$ cat src/core/phy_event_pkg.sv
// constants and carrier types of the link event counter log unit
// Function
// - count data frames received and refused
// - count refused non-data frames, both directions
// - count sent non-data frames refused by host
// - count received non-data frames we refused
// - count every not-ready to ready transition
// - power-management transitions may also count
// - count acknowledged reset-signature frames after link reset
// - count received frames refused for CRC
// - count received frames refused, other causes
// - report is exactly one 512-byte page
// - reserved bytes read as zero
// - entry is 16-bit identifier then value
// - zero identifier ends list, nothing after
// - value width from identifier bits 14:12
// - narrow saturated counter one-extended upward
// - counters saturate, never wrap
// - last byte makes page sum zero
// - width codes 1 to 4 mean 16..64
// - bit 15 marks vendor counters
// - clear on self-test frame or read flag
// - counters survive link and software reset
package phy_event_pkg;
   localparam int NUM_CNT      = 8;
   localparam int CNT_BITS     = 16;
   localparam int ENTRY_BYTES  = 6;
   localparam int PAGE_BYTES   = 512;
   localparam int HDR_BYTES    = 4;
   localparam int LIST_END     = HDR_BYTES + NUM_CNT * ENTRY_BYTES;
   localparam int TERM_END     = LIST_END + 2;
   localparam logic [9:0] LAST_BYTE = 10'h1FF;
   localparam logic [2:0] SIZE_CODE_32 = 3'h2;
   localparam logic [15:0] CNT_RESET = 16'h0000;
   localparam logic [11:0] CODE_LIST [NUM_CNT] = '{
      12'h004, 12'h005, 12'h006, 12'h007, 12'h009, 12'h00A, 12'h00B, 12'h00D};

   typedef struct packed {
      logic h2d_data_err;
      logic d2h_nondata_err;
      logic h2d_nondata_err;
      logic phy_ready;
      logic pm_transition;
      logic sig_fis_ok;
      logic h2d_crc_err;
      logic h2d_other_err;
   } link_events_t;

   typedef struct packed {
      logic       valid;
      logic [7:0] data;
      logic       last;
   } page_byte_t;
endpackage

$ cat src/core/sat_counter.sv
// one saturating event counter with clear
`timescale 1ns/100ps
`default_nettype none
module sat_counter (
   input  wire logic                              core_clk,
   input  wire logic                              resetn,
   input  wire logic                              clk_en,
   input  wire logic                              clear,
   input  wire logic                              inc,
   output logic [phy_event_pkg::CNT_BITS-1:0]     value
);
   typedef struct packed {
      logic [phy_event_pkg::CNT_BITS-1:0] cnt;
   } sat_state_t;
   sat_state_t st;
   sat_state_t next_st;

   always_comb begin
      next_st = st;
      if (clear) begin
         next_st.cnt = phy_event_pkg::CNT_RESET;
         if (inc) begin
            next_st.cnt = 16'h0001;
         end
      end else if (inc && !(&st.cnt)) begin
         next_st.cnt = st.cnt + 16'h0001;
      end
   end

   // only power-up reset and the clear input zero the count; link and software resets never reach here
   always_ff @(posedge core_clk) begin
      if (!resetn) begin
         st.cnt <= phy_event_pkg::CNT_RESET;
      end else if (clk_en) begin
         st <= next_st;
      end
   end

   assign value = st.cnt;
endmodule
`default_nettype wire

$ cat src/core/phy_event_counter_log.sv
// link event counters and log page serialiser
`timescale 1ns/100ps
`default_nettype none
module phy_event_counter_log (
   input  wire logic                        core_clk,
   input  wire logic                        resetn,
   input  wire logic                        clk_en,
   input  wire phy_event_pkg::link_events_t events,
   input  wire logic                        pm_enabled,
   input  wire logic                        selftest_rx,
   input  wire logic                        read_req,
   input  wire logic                        read_clear,
   input  wire logic                        page_ready,
   output phy_event_pkg::page_byte_t        page_out,
   output logic                             busy
);
   typedef enum logic [1:0] {IDLE, SEND, DONE} phase_t;

   typedef struct packed {
      phase_t     phase;
      logic [9:0] idx;
      logic [7:0] sum;
      logic       clr_after;
      logic       ready_d;
      phy_event_pkg::page_byte_t out;
   } log_state_t;

   log_state_t st;
   log_state_t next_st;

   logic [phy_event_pkg::NUM_CNT-1:0] inc;
   logic [phy_event_pkg::CNT_BITS-1:0] cnt_val [phy_event_pkg::NUM_CNT];
   logic clear_all;
   logic [7:0] cur_byte;
   logic ready_rise;

   ////////////////////////////////////////////////////////////////////////////
   // event decode

   // rising edge of ready level; pm wakes only count when enabled
   assign ready_rise = events.phy_ready && !st.ready_d;

   always_comb begin
      inc[0] = events.h2d_data_err;
      inc[1] = events.d2h_nondata_err || events.h2d_nondata_err;
      inc[2] = events.d2h_nondata_err;
      inc[3] = events.h2d_nondata_err;
      inc[4] = ready_rise || (pm_enabled && events.pm_transition);
      inc[5] = events.sig_fis_ok;
      inc[6] = events.h2d_crc_err;
      inc[7] = events.h2d_other_err;
   end

   // read clear waits for the final byte so the page shows pre-clear values;
   // only the accepting edge clears; events during a stalled end are cleared too, one on that edge counts as 1
   assign clear_all = selftest_rx ||
                      (st.phase == DONE && st.clr_after && page_ready);

   ////////////////////////////////////////////////////////////////////////////
   // counters

   generate
      for (genvar g = 0; g < phy_event_pkg::NUM_CNT; g++) begin : g_cnt
         sat_counter u_cnt (
            .core_clk (core_clk),
            .resetn   (resetn),
            .clk_en   (clk_en),
            .clear    (clear_all),
            .inc      (inc[g]),
            .value    (cnt_val[g])
         );
      end
   endgenerate

   ////////////////////////////////////////////////////////////////////////////
   // page byte generator

   always_comb begin
      int unsigned rel;
      int unsigned ent;
      int unsigned pos;
      logic [15:0] ident;
      logic [31:0] wide;
      rel = 0;
      ent = 0;
      pos = 0;
      ident = 16'h0000;
      wide = 32'h00000000;
      cur_byte = 8'h00;
      if (st.idx >= 10'(phy_event_pkg::HDR_BYTES) &&
          st.idx < 10'(phy_event_pkg::LIST_END)) begin
         rel = int'(st.idx) - phy_event_pkg::HDR_BYTES;
         ent = rel / phy_event_pkg::ENTRY_BYTES;
         pos = rel % phy_event_pkg::ENTRY_BYTES;
         // vendor bit 15 left clear: all counters are standard ones
         ident = {1'b0, phy_event_pkg::SIZE_CODE_32,
                  phy_event_pkg::CODE_LIST[ent]};
         // upper half all ones once the counter is pinned at maximum
         wide = {(&cnt_val[ent]) ? 16'hFFFF : 16'h0000, cnt_val[ent]};
         unique case (pos)
            0: cur_byte = ident[7:0];
            1: cur_byte = ident[15:8];
            2: cur_byte = wide[7:0];
            3: cur_byte = wide[15:8];
            4: cur_byte = wide[23:16];
            default: cur_byte = wide[31:24];
         endcase
      end
      // bytes LIST_END..TERM_END-1 are the zero terminator, then zero padding
      if (st.idx == phy_event_pkg::LAST_BYTE) begin
         cur_byte = 8'h00 - st.sum;
      end
   end

   ////////////////////////////////////////////////////////////////////////////
   // sequencer

   always_comb begin
      next_st = st;
      next_st.ready_d = events.phy_ready;
      unique case (st.phase)
         IDLE: begin
            next_st.out = '0;
            if (read_req) begin
               next_st.phase = SEND;
               next_st.idx = 10'h000;
               next_st.sum = 8'h00;
               next_st.clr_after = read_clear;
            end
         end
         SEND: begin
            if (!st.out.valid || page_ready) begin
               next_st.out.valid = 1'b1;
               next_st.out.data = cur_byte;
               next_st.out.last = (st.idx == phy_event_pkg::LAST_BYTE);
               next_st.sum = st.sum + cur_byte;
               if (st.idx == phy_event_pkg::LAST_BYTE) begin
                  next_st.phase = DONE;
               end else begin
                  next_st.idx = st.idx + 10'h001;
               end
            end
         end
         DONE: begin
            if (page_ready) begin
               next_st.out = '0;
               next_st.phase = IDLE;
               next_st.clr_after = 1'b0;
            end
         end
      endcase
   end

   always_ff @(posedge core_clk) begin
      if (!resetn) begin
         st <= '0;
         st.phase <= IDLE;
      end else if (clk_en) begin
         st <= next_st;
      end
   end

   assign page_out = st.out;
   assign busy = (st.phase != IDLE);
endmodule
`default_nettype wire

$ cat config.mk
export PLATFORM = sky130hd
export DESIGN_NAME = phy_event_counter_log
export DESIGN_NICKNAME = d
export VERILOG_FILES = /design/src/core/phy_event_pkg.sv /design/src/core/sat_counter.sv /design/src/core/phy_event_counter_log.sv
export SDC_FILE = /design/constraint.sdc
export NUM_CORES = 1
export LEC_CHECK = 0
export BUFFER_PORTS_ARGS = -buffer_cell sky130_fd_sc_hd__buf_2
export CORE_MARGIN = 8
export CORE_UTILIZATION = 50
export DETAILED_ROUTE_END_ITERATION = 7
export PLACE_DENSITY = 0.66
export SYNTH_ARGS = -nofsm -noshare
export SYNTH_HDL_FRONTEND = slang
export SYNTH_SLANG_ARGS = --single-unit
$ cat constraint.sdc
create_clock -name core_clk -period 7.15 [get_ports core_clk]
set_input_delay 0.715 -clock core_clk [delete_from_list [all_inputs] [get_ports core_clk]]
set_output_delay 0.715 -clock core_clk [all_outputs]
set_load 0.01 [all_outputs]
==> key figures, run 1 <==
Timing
  – Worst setup margin: 0.275 ns
  – Skew final: 0.0121 ns
  – Number of setup violations in the final report: 0
  – Setup TNS Final: 0 ns
  – Tightest Pin Transition: 1.01 ns
  – Fin. max-slew vios: 0
  – Max-slew headroom: 32.7%
  – Hold slack: 0.458 ns
  – Final hold violation count: 0
  – Max Fclk: 0.145 GHz
  – Fin crit share: 96.2%
  – RSZ-0062 raised after global routing: false
  – Final worst path period need: 6.88 ns

Yosys
  – Synth Flop Type: dfxtp_1
  – Cells after Synth: 1521
  – Ranking of synthesized cells by area: dfxtp_1, nor2_1, xor2_1
  – Most frequent cells after synthesis: nor2_1, dfxtp_1, nand2_1
  – Synth top area share: 28.7%
  – Part of the Yosys area used for sequential elements: 28.7%
  – Cell Area, Synth: 11200 µm²
  – Post-Syn Nets: 1567
  – Ys Warns: 0
  – Cell with the most instances after synthesis: nor2_1
  – Yosys cell types: 84
  – Synth area leader: dfxtp_1
  – Syn Area/Cell: 7.35 µm²
  – Post-synth EDFFs: 0
  – #FFs+latches synth: 160
  – Fraction of registers with async set/reset: 0%

Finish
  – Nets@finish: 1563
  – Multi-input gate area: 7390 µm²
  – Share of layout cells above drive strength 1: 9.61%
  – Post-layout util: 55.7%
  – Fin area: 12200 µm²
  – Layout Cells excl Fill: 1810
  – ANT cells: 0
  – Reg area: 3200 µm²
  – Area Growth Syn to Fin: 9.04%
  – Filler Cell Count: 2198

Floorplan
  – Starting Density: 51.1%
  – I/O pin cnt: 27
  – CORE AREA: 21900 µm²
  – Die X: 166 µm
  – Cell Rows: 54
  – Chip height: 166 µm
  – Die area: 27400 µm²

Critical path
  – Crit path kind: reg -> reg
  – WP data arrival: 7.26 ns
  – R2r worst-path depth: 28
  – CP max FO: 21
  – Crit. End Element: flip-flop
  – R2R Path End: st[19]
  – Worst r2r src: st[23]
  – Highest cell delay on the worst timing path: 0.66 ns
  – Worst Path Buf+Inv: 2
  – R2R Setup Slk: 0.27 ns
  – Worst path top cell family by delay: compound AO/OA/AOI/OAI gates
  – Startpoint Class: flip-flop
  – CP max-delay cell: a2111oi_0
  – Worst Path Required: 7.54 ns
  – Crit path top cell by count: a21o_1

Hold path
  – Hold path startpoint: page_out[7]
  – Hold Path Stages: 2
  – Hold endpoint: page_out[7]
  – Worst min-delay path category: reg -> reg

CTS
  – # hold bufs at CTS: 0
  – CTS sink count: 160
  – Clock root buffer: clkbuf_16
  – CTS tree: yes
  – CTS Buffer Depth: 2
  – Cts bufs inserted: 17
  – H-tree levels: 4
  – Clock transition at path regs: 0.07 ns
  – Clk_lat worst skew: 0.44 ns

Routing
  – Detail-routed via count per cell: 6.37
  – DRC Markers: 0
  – Wire per inst: 20.7 µm
  – Via count: 11535
  – DRT iter0 DRCs: 1214
  – DRT Pass-1 Iters: 6
  – Antenna Nets Post-Route: 0
  – Detailed-route wire length: 37500 µm

Place
  – Placed cell count: 1774
  – GPL Wtd Cong: 1.02
  – Detail Placement HPWL: 27100 µm
  – Cell Area, Placed: 11500 µm²
  – Number of port buffers: 26
  – Pre-CTS setup slack: 0.178 ns

Pwr
  – Total Power: 1.96 mW
  – Leak: 4.34 nW
  – PD cells: 160 nW/µm²
  – Max IR drop VDD: 127 µV

GRT
  – Vias in the first global route: 10534
  – Initial antenna violation count: 0
  – First-pass GRT wire length: 59000 µm
  – Largest net degree at the start of global routing: 97
  – GRT Residual Overflow: 0
  – GRT Util Overall: 27.3%

Run status
  – Status: completed

Run
  – Max Cap Viol: 0
## metal layers
layer  vias to the layer above  track usage (%)  routed length [µm]
met2                       530             41.9               16500
li1                       5460                -                   -
met4                         0             12.7                1440
met5                         -                0                   0
met3                        92             4.31                3140
met1                      5453             37.0               16500
## what timing repair did
item                                   in CTS  in global routing
setup endpoints to repair                   0                  2
endpoints found under the hold margin       0                  0
buffers inserted                            0                  4
resized for setup                           0                 11
## report_power, final
| group | total [mW] | leakage [nW] | switching (mW) | internal [mW] |
|---|---|---|---|---|
| clock network | 0.939 | 0.291 | 0.434 | 0.505 |
| registers | 0.908 | 1.29 | 0.0106 | 0.898 |
| logic | 0.108 | 2.76 | 0.0766 | 0.0311 |
## kinds of logic (layout without fill, tap and decap cells)
kind of cell	Yosys count	after routing	share of synthesized area (%)
mux	17	17	1.56
fa+ha+maj	31	31	3.52
flops	160	160	28.7
simple gates	663	663	28.2
xor+xnor	121	121	9.55
buf+inv	135	144	5.74
compound gates	394	394	22.8
## state kept, by name (all words and copies together) (netlist names)
signal,cells
g_cnt.u_cnt.value,128
page_out,10
st,22
## worst min-delay path: cells and delay by family, from the launching register on
kind,cells,cell delay [ns]
and+or+nand+nor,1,0.05
AOI/OAI and AO/OA,1,0.05
DFF,1,0.31
## cell usage in the layout (no fill, tap or decap), drive strengths merged, types with 14 or more instances in the layout
| master | n |
|---|---|
| nor2 | 224 |
| dfxtp | 160 |
| nand2 | 148 |
| a21oi | 102 |
| o21ai | 101 |
| nand3 | 92 |
| xor2 | 76 |
| buf | 75 |
| xnor2 | 45 |
| nor3 | 45 |
| inv | 41 |
| nand4 | 33 |
| ha | 29 |
| or3 | 28 |
| and3 | 28 |
| o22ai | 26 |
| a22oi | 21 |
| clkbuf | 19 |
| a211oi | 17 |
| mux2i | 14 |
## how the worst max path moves through the flow
stage	slack (ns)	startpoint	cells past startpoint	endpoint
floorplan	0.41	st[22]	34	st[19]
global placement	0.36	st[23]	28	st[19]
detailed placement	0.18	st[23]	29	st[19]
CTS	0.17	st[23]	29	st[19]
global route	0.01	st[23]	30	st[19]
finish	0.27	st[23]	28	st[19]
## area by class of cell
type	count	share of cell area [%]
well taps	280	2.87
flip-flops and latches	160	26.3
clock inverters	13	1.20
multi-input cells	1226	60.6
inverters	37	1.14
clock buffers	19	3.63
repair buffers	75	4.22
No activity file was read; power rests on OpenSTA's default activity.
==> run 2, diff against run 1 <==
--- a/config.mk
+++ b/config.mk
@@ -8,6 +8,7 @@
 export BUFFER_PORTS_ARGS = -buffer_cell sky130_fd_sc_hd__buf_2
 export CORE_MARGIN = 8
 export CORE_UTILIZATION = 50
+export CTS_BUF_LIST = sky130_fd_sc_hd__clkbuf_8 sky130_fd_sc_hd__clkbuf_16
 export DETAILED_ROUTE_END_ITERATION = 7
 export PLACE_DENSITY = 0.66
 export SYNTH_ARGS = -nofsm -noshare
==> run 2 against run 1 <==
Clock-buffer cell count is 1 lower; critical path type unchanged; cell count unchanged; non-clock buffer count unchanged; core utilization stayed put; wire length hardly changed; clock power hardly changed; fmax increased by 1.1%; critical endpoint unchanged; clock skew is 0.00058 ns higher.
==> key figures, run 2 (synthesis results as in run 1) <==
Run status
  – Status: completed (unchanged)

Timing
  – Max-slew headroom: 32.5% (was 32.7%)
  – RSZ-0062 raised after global routing: false (unchanged)
  – Final worst path period need: 6.80 ns (was 6.88 ns)
  – Setup TNS Final: 0 ns (unchanged)
  – Number of setup violations in the final report: 0 (unchanged)
  – Tightest Pin Transition: 1.01 ns (about the same)
  – Final hold violation count: 0 (unchanged)
  – Fin. max-slew vios: 0 (unchanged)
  – Skew final: 0.0127 ns (was 0.0121 ns)
  – Fin crit share: 95.1% (was 96.2%)
  – Max Fclk: 0.147 GHz (was 0.145 GHz)

Finish
  – Most frequent cells in the layout: nor2_1, dfxtp_1, nand2_1 (unchanged)
  – Area Growth Syn to Fin: 9.04% (unchanged)
  – Nets@finish: 1563 (unchanged)
  – Share of layout cells above drive strength 1: 9.61% (unchanged)
  – Max reg flops: 128 (unchanged)
  – ANT cells: 0 (unchanged)
  – Commonest non-fill, non-tap cell in the layout: nor2_1 (unchanged)

Hold path
  – Worst min-delay path category: reg -> reg (unchanged)
  – Hold endpoint: page_out[7] (unchanged)
  – Hold path startpoint: page_out[7] (unchanged)
  – Hold Path Stages: 2 (unchanged)

Routing
  – Detailed-route wire length: 37500 µm (about the same)
  – DRT iter0 DRCs: 1214 (unchanged)
  – Antenna Nets Post-Route: 0 (unchanged)
  – DRC Markers: 0 (unchanged)
  – DRT Pass-1 Iters: 8 (was 6)
  – Detail-routed via count per cell: 6.39 (was 6.37)
  – Wire per inst: 20.7 µm (about the same)
  – Via count: 11557 (was 11535)

CTS
  – CTS Buffer Depth: 2 (unchanged)
  – Cts bufs inserted: 17 (unchanged)
  – Clk_lat worst skew: 0.44 ns (about the same)
  – Clock transition at path regs: 0.07 ns (about the same)
  – Clock root buffer: clkbuf_16 (unchanged)
  – H-tree levels: 4 (unchanged)
  – CTS tree: yes (unchanged)
  – CTS sink count: 160 (unchanged)

Run
  – Max Cap Viol: 0 (unchanged)

Critical path
  – Crit path kind: reg -> reg (unchanged)
  – CP max FO: 7 (was 21)
  – R2r worst-path depth: 28 (unchanged)
  – WP data arrival: 7.19 ns (was 7.26 ns)
  – Crit. End Element: flip-flop (unchanged)
  – Crit path top cell by count: a21o_1 (unchanged)
  – R2R Path End: st[19] (unchanged)
  – Highest cell delay on the worst timing path: 0.58 ns (was 0.66 ns)
  – Startpoint Class: flip-flop (unchanged)
  – CP startpoint: st[23] (unchanged)
  – Worst r2r src: st[23] (unchanged)
  – CP max-delay cell: or4_1 (was a2111oi_0)
  – Worst Path Required: 7.54 ns (about the same)
  – R2R Setup Slk: 0.35 ns (was 0.27 ns)

Floorplan
  – Die X: 166 µm (unchanged)
  – Chip height: 166 µm (unchanged)
  – I/O pin cnt: 27 (unchanged)
  – CORE AREA: 21900 µm² (unchanged)
  – Starting Density: 51.1% (unchanged)
  – Die area: 27400 µm² (unchanged)
  – Cell Rows: 54 (unchanged)

Place
  – GPL Wtd Cong: 1.02 (unchanged)
  – Detail Placement HPWL: 27100 µm (unchanged)
  – Number of port buffers: 26 (unchanged)

GRT
  – Vias in the first global route: 10534 (unchanged)
  – Initial antenna violation count: 0 (unchanged)
  – GRT Residual Overflow: 0 (unchanged)
  – Largest net degree at the start of global routing: 97 (unchanged)
  – GRT Util Overall: 27.3% (unchanged)
  – First-pass GRT wire length: 59000 µm (unchanged)

Pwr
  – Max IR drop VDD: 127 µV (about the same)
  – Leak: 4.34 nW (about the same)
  – PD cells: 160 nW/µm² (about the same)
  – Total Power: 1.95 mW (was 1.96 mW)
-- run 2: worst max path at each step --
| stage | endpoint | cells past startpoint |
|---|---|---|
| after global routing | st[19] | 30 |
| after detailed placement | st[19] | 29 |
| after global placement | st[19] | 28 |
| after floorplan | st[19] | 34 |
| after CTS | st[19] | 29 |
| final | st[19] | 28 |
-- run 2: per-layer routing --
| layer | part of all wire [%] | GRT usage (%) | wire, µm |
|---|---|---|---|
| met5 | 0 | 0 | 0 |
| met4 | 3.9 | 12.7 | 1450 |
| met3 | 7.9 | 4.31 | 2970 |
| met2 | 44 | 41.9 | 16500 |
| met1 | 44 | 37.0 | 16600 |
-- run 2: what timing repair did --
item,in CTS,in global routing
endpoints found under the setup margin,0,2
buffers inserted,0,4
hold buffers,0,0
gates resized for setup,0,11
hold endpoints to repair,0,0
-- run 2: cell type report --
type                       instances  area [µm²]
fill                            2198        9700
multi-input combinational       1226        7390
sequential                       160        3200
timing repair buffer              75         514
clock buffer                      18         439
tap                              280         350
clock inverter                    14         150
inverter                          37         139
-- run 2: worst max-delay path, delay by kind of cell (launching register included) --
family	cells	cell delay [ns]
and+or+nand+nor	12	2.77
AOI/OAI and AO/OA	10	2.37
adders and majority gates	2	0.49
buffers and inverters	3	0.47
DFF	1	0.37
muxes	1	0.26
-- run 2: per-stage QoR --
step	utilization (%)	std cells	setup slack, ns	hold slack [ns]	instance area [µm²]
global route	55.7	1810	0.0117	0.508	12200
finish	55.7	1810	0.353	0.458	12200
CTS	55.3	1806	0.173	0.459	12100
detailed placement	52.6	1774	0.178	0.444	11500
global placement	52.6	1774	0.364	0.440	11500
floorplan	-	1521	0.406	0.432	11200
-- run 2: report_power, final --
group,total [mW],switching [mW],internal [mW]
registers,0.908,0.0106,0.898
logic,0.108,0.0765,0.0311
clock network,0.939,0.436,0.503
total,1.95,0.523,1.43
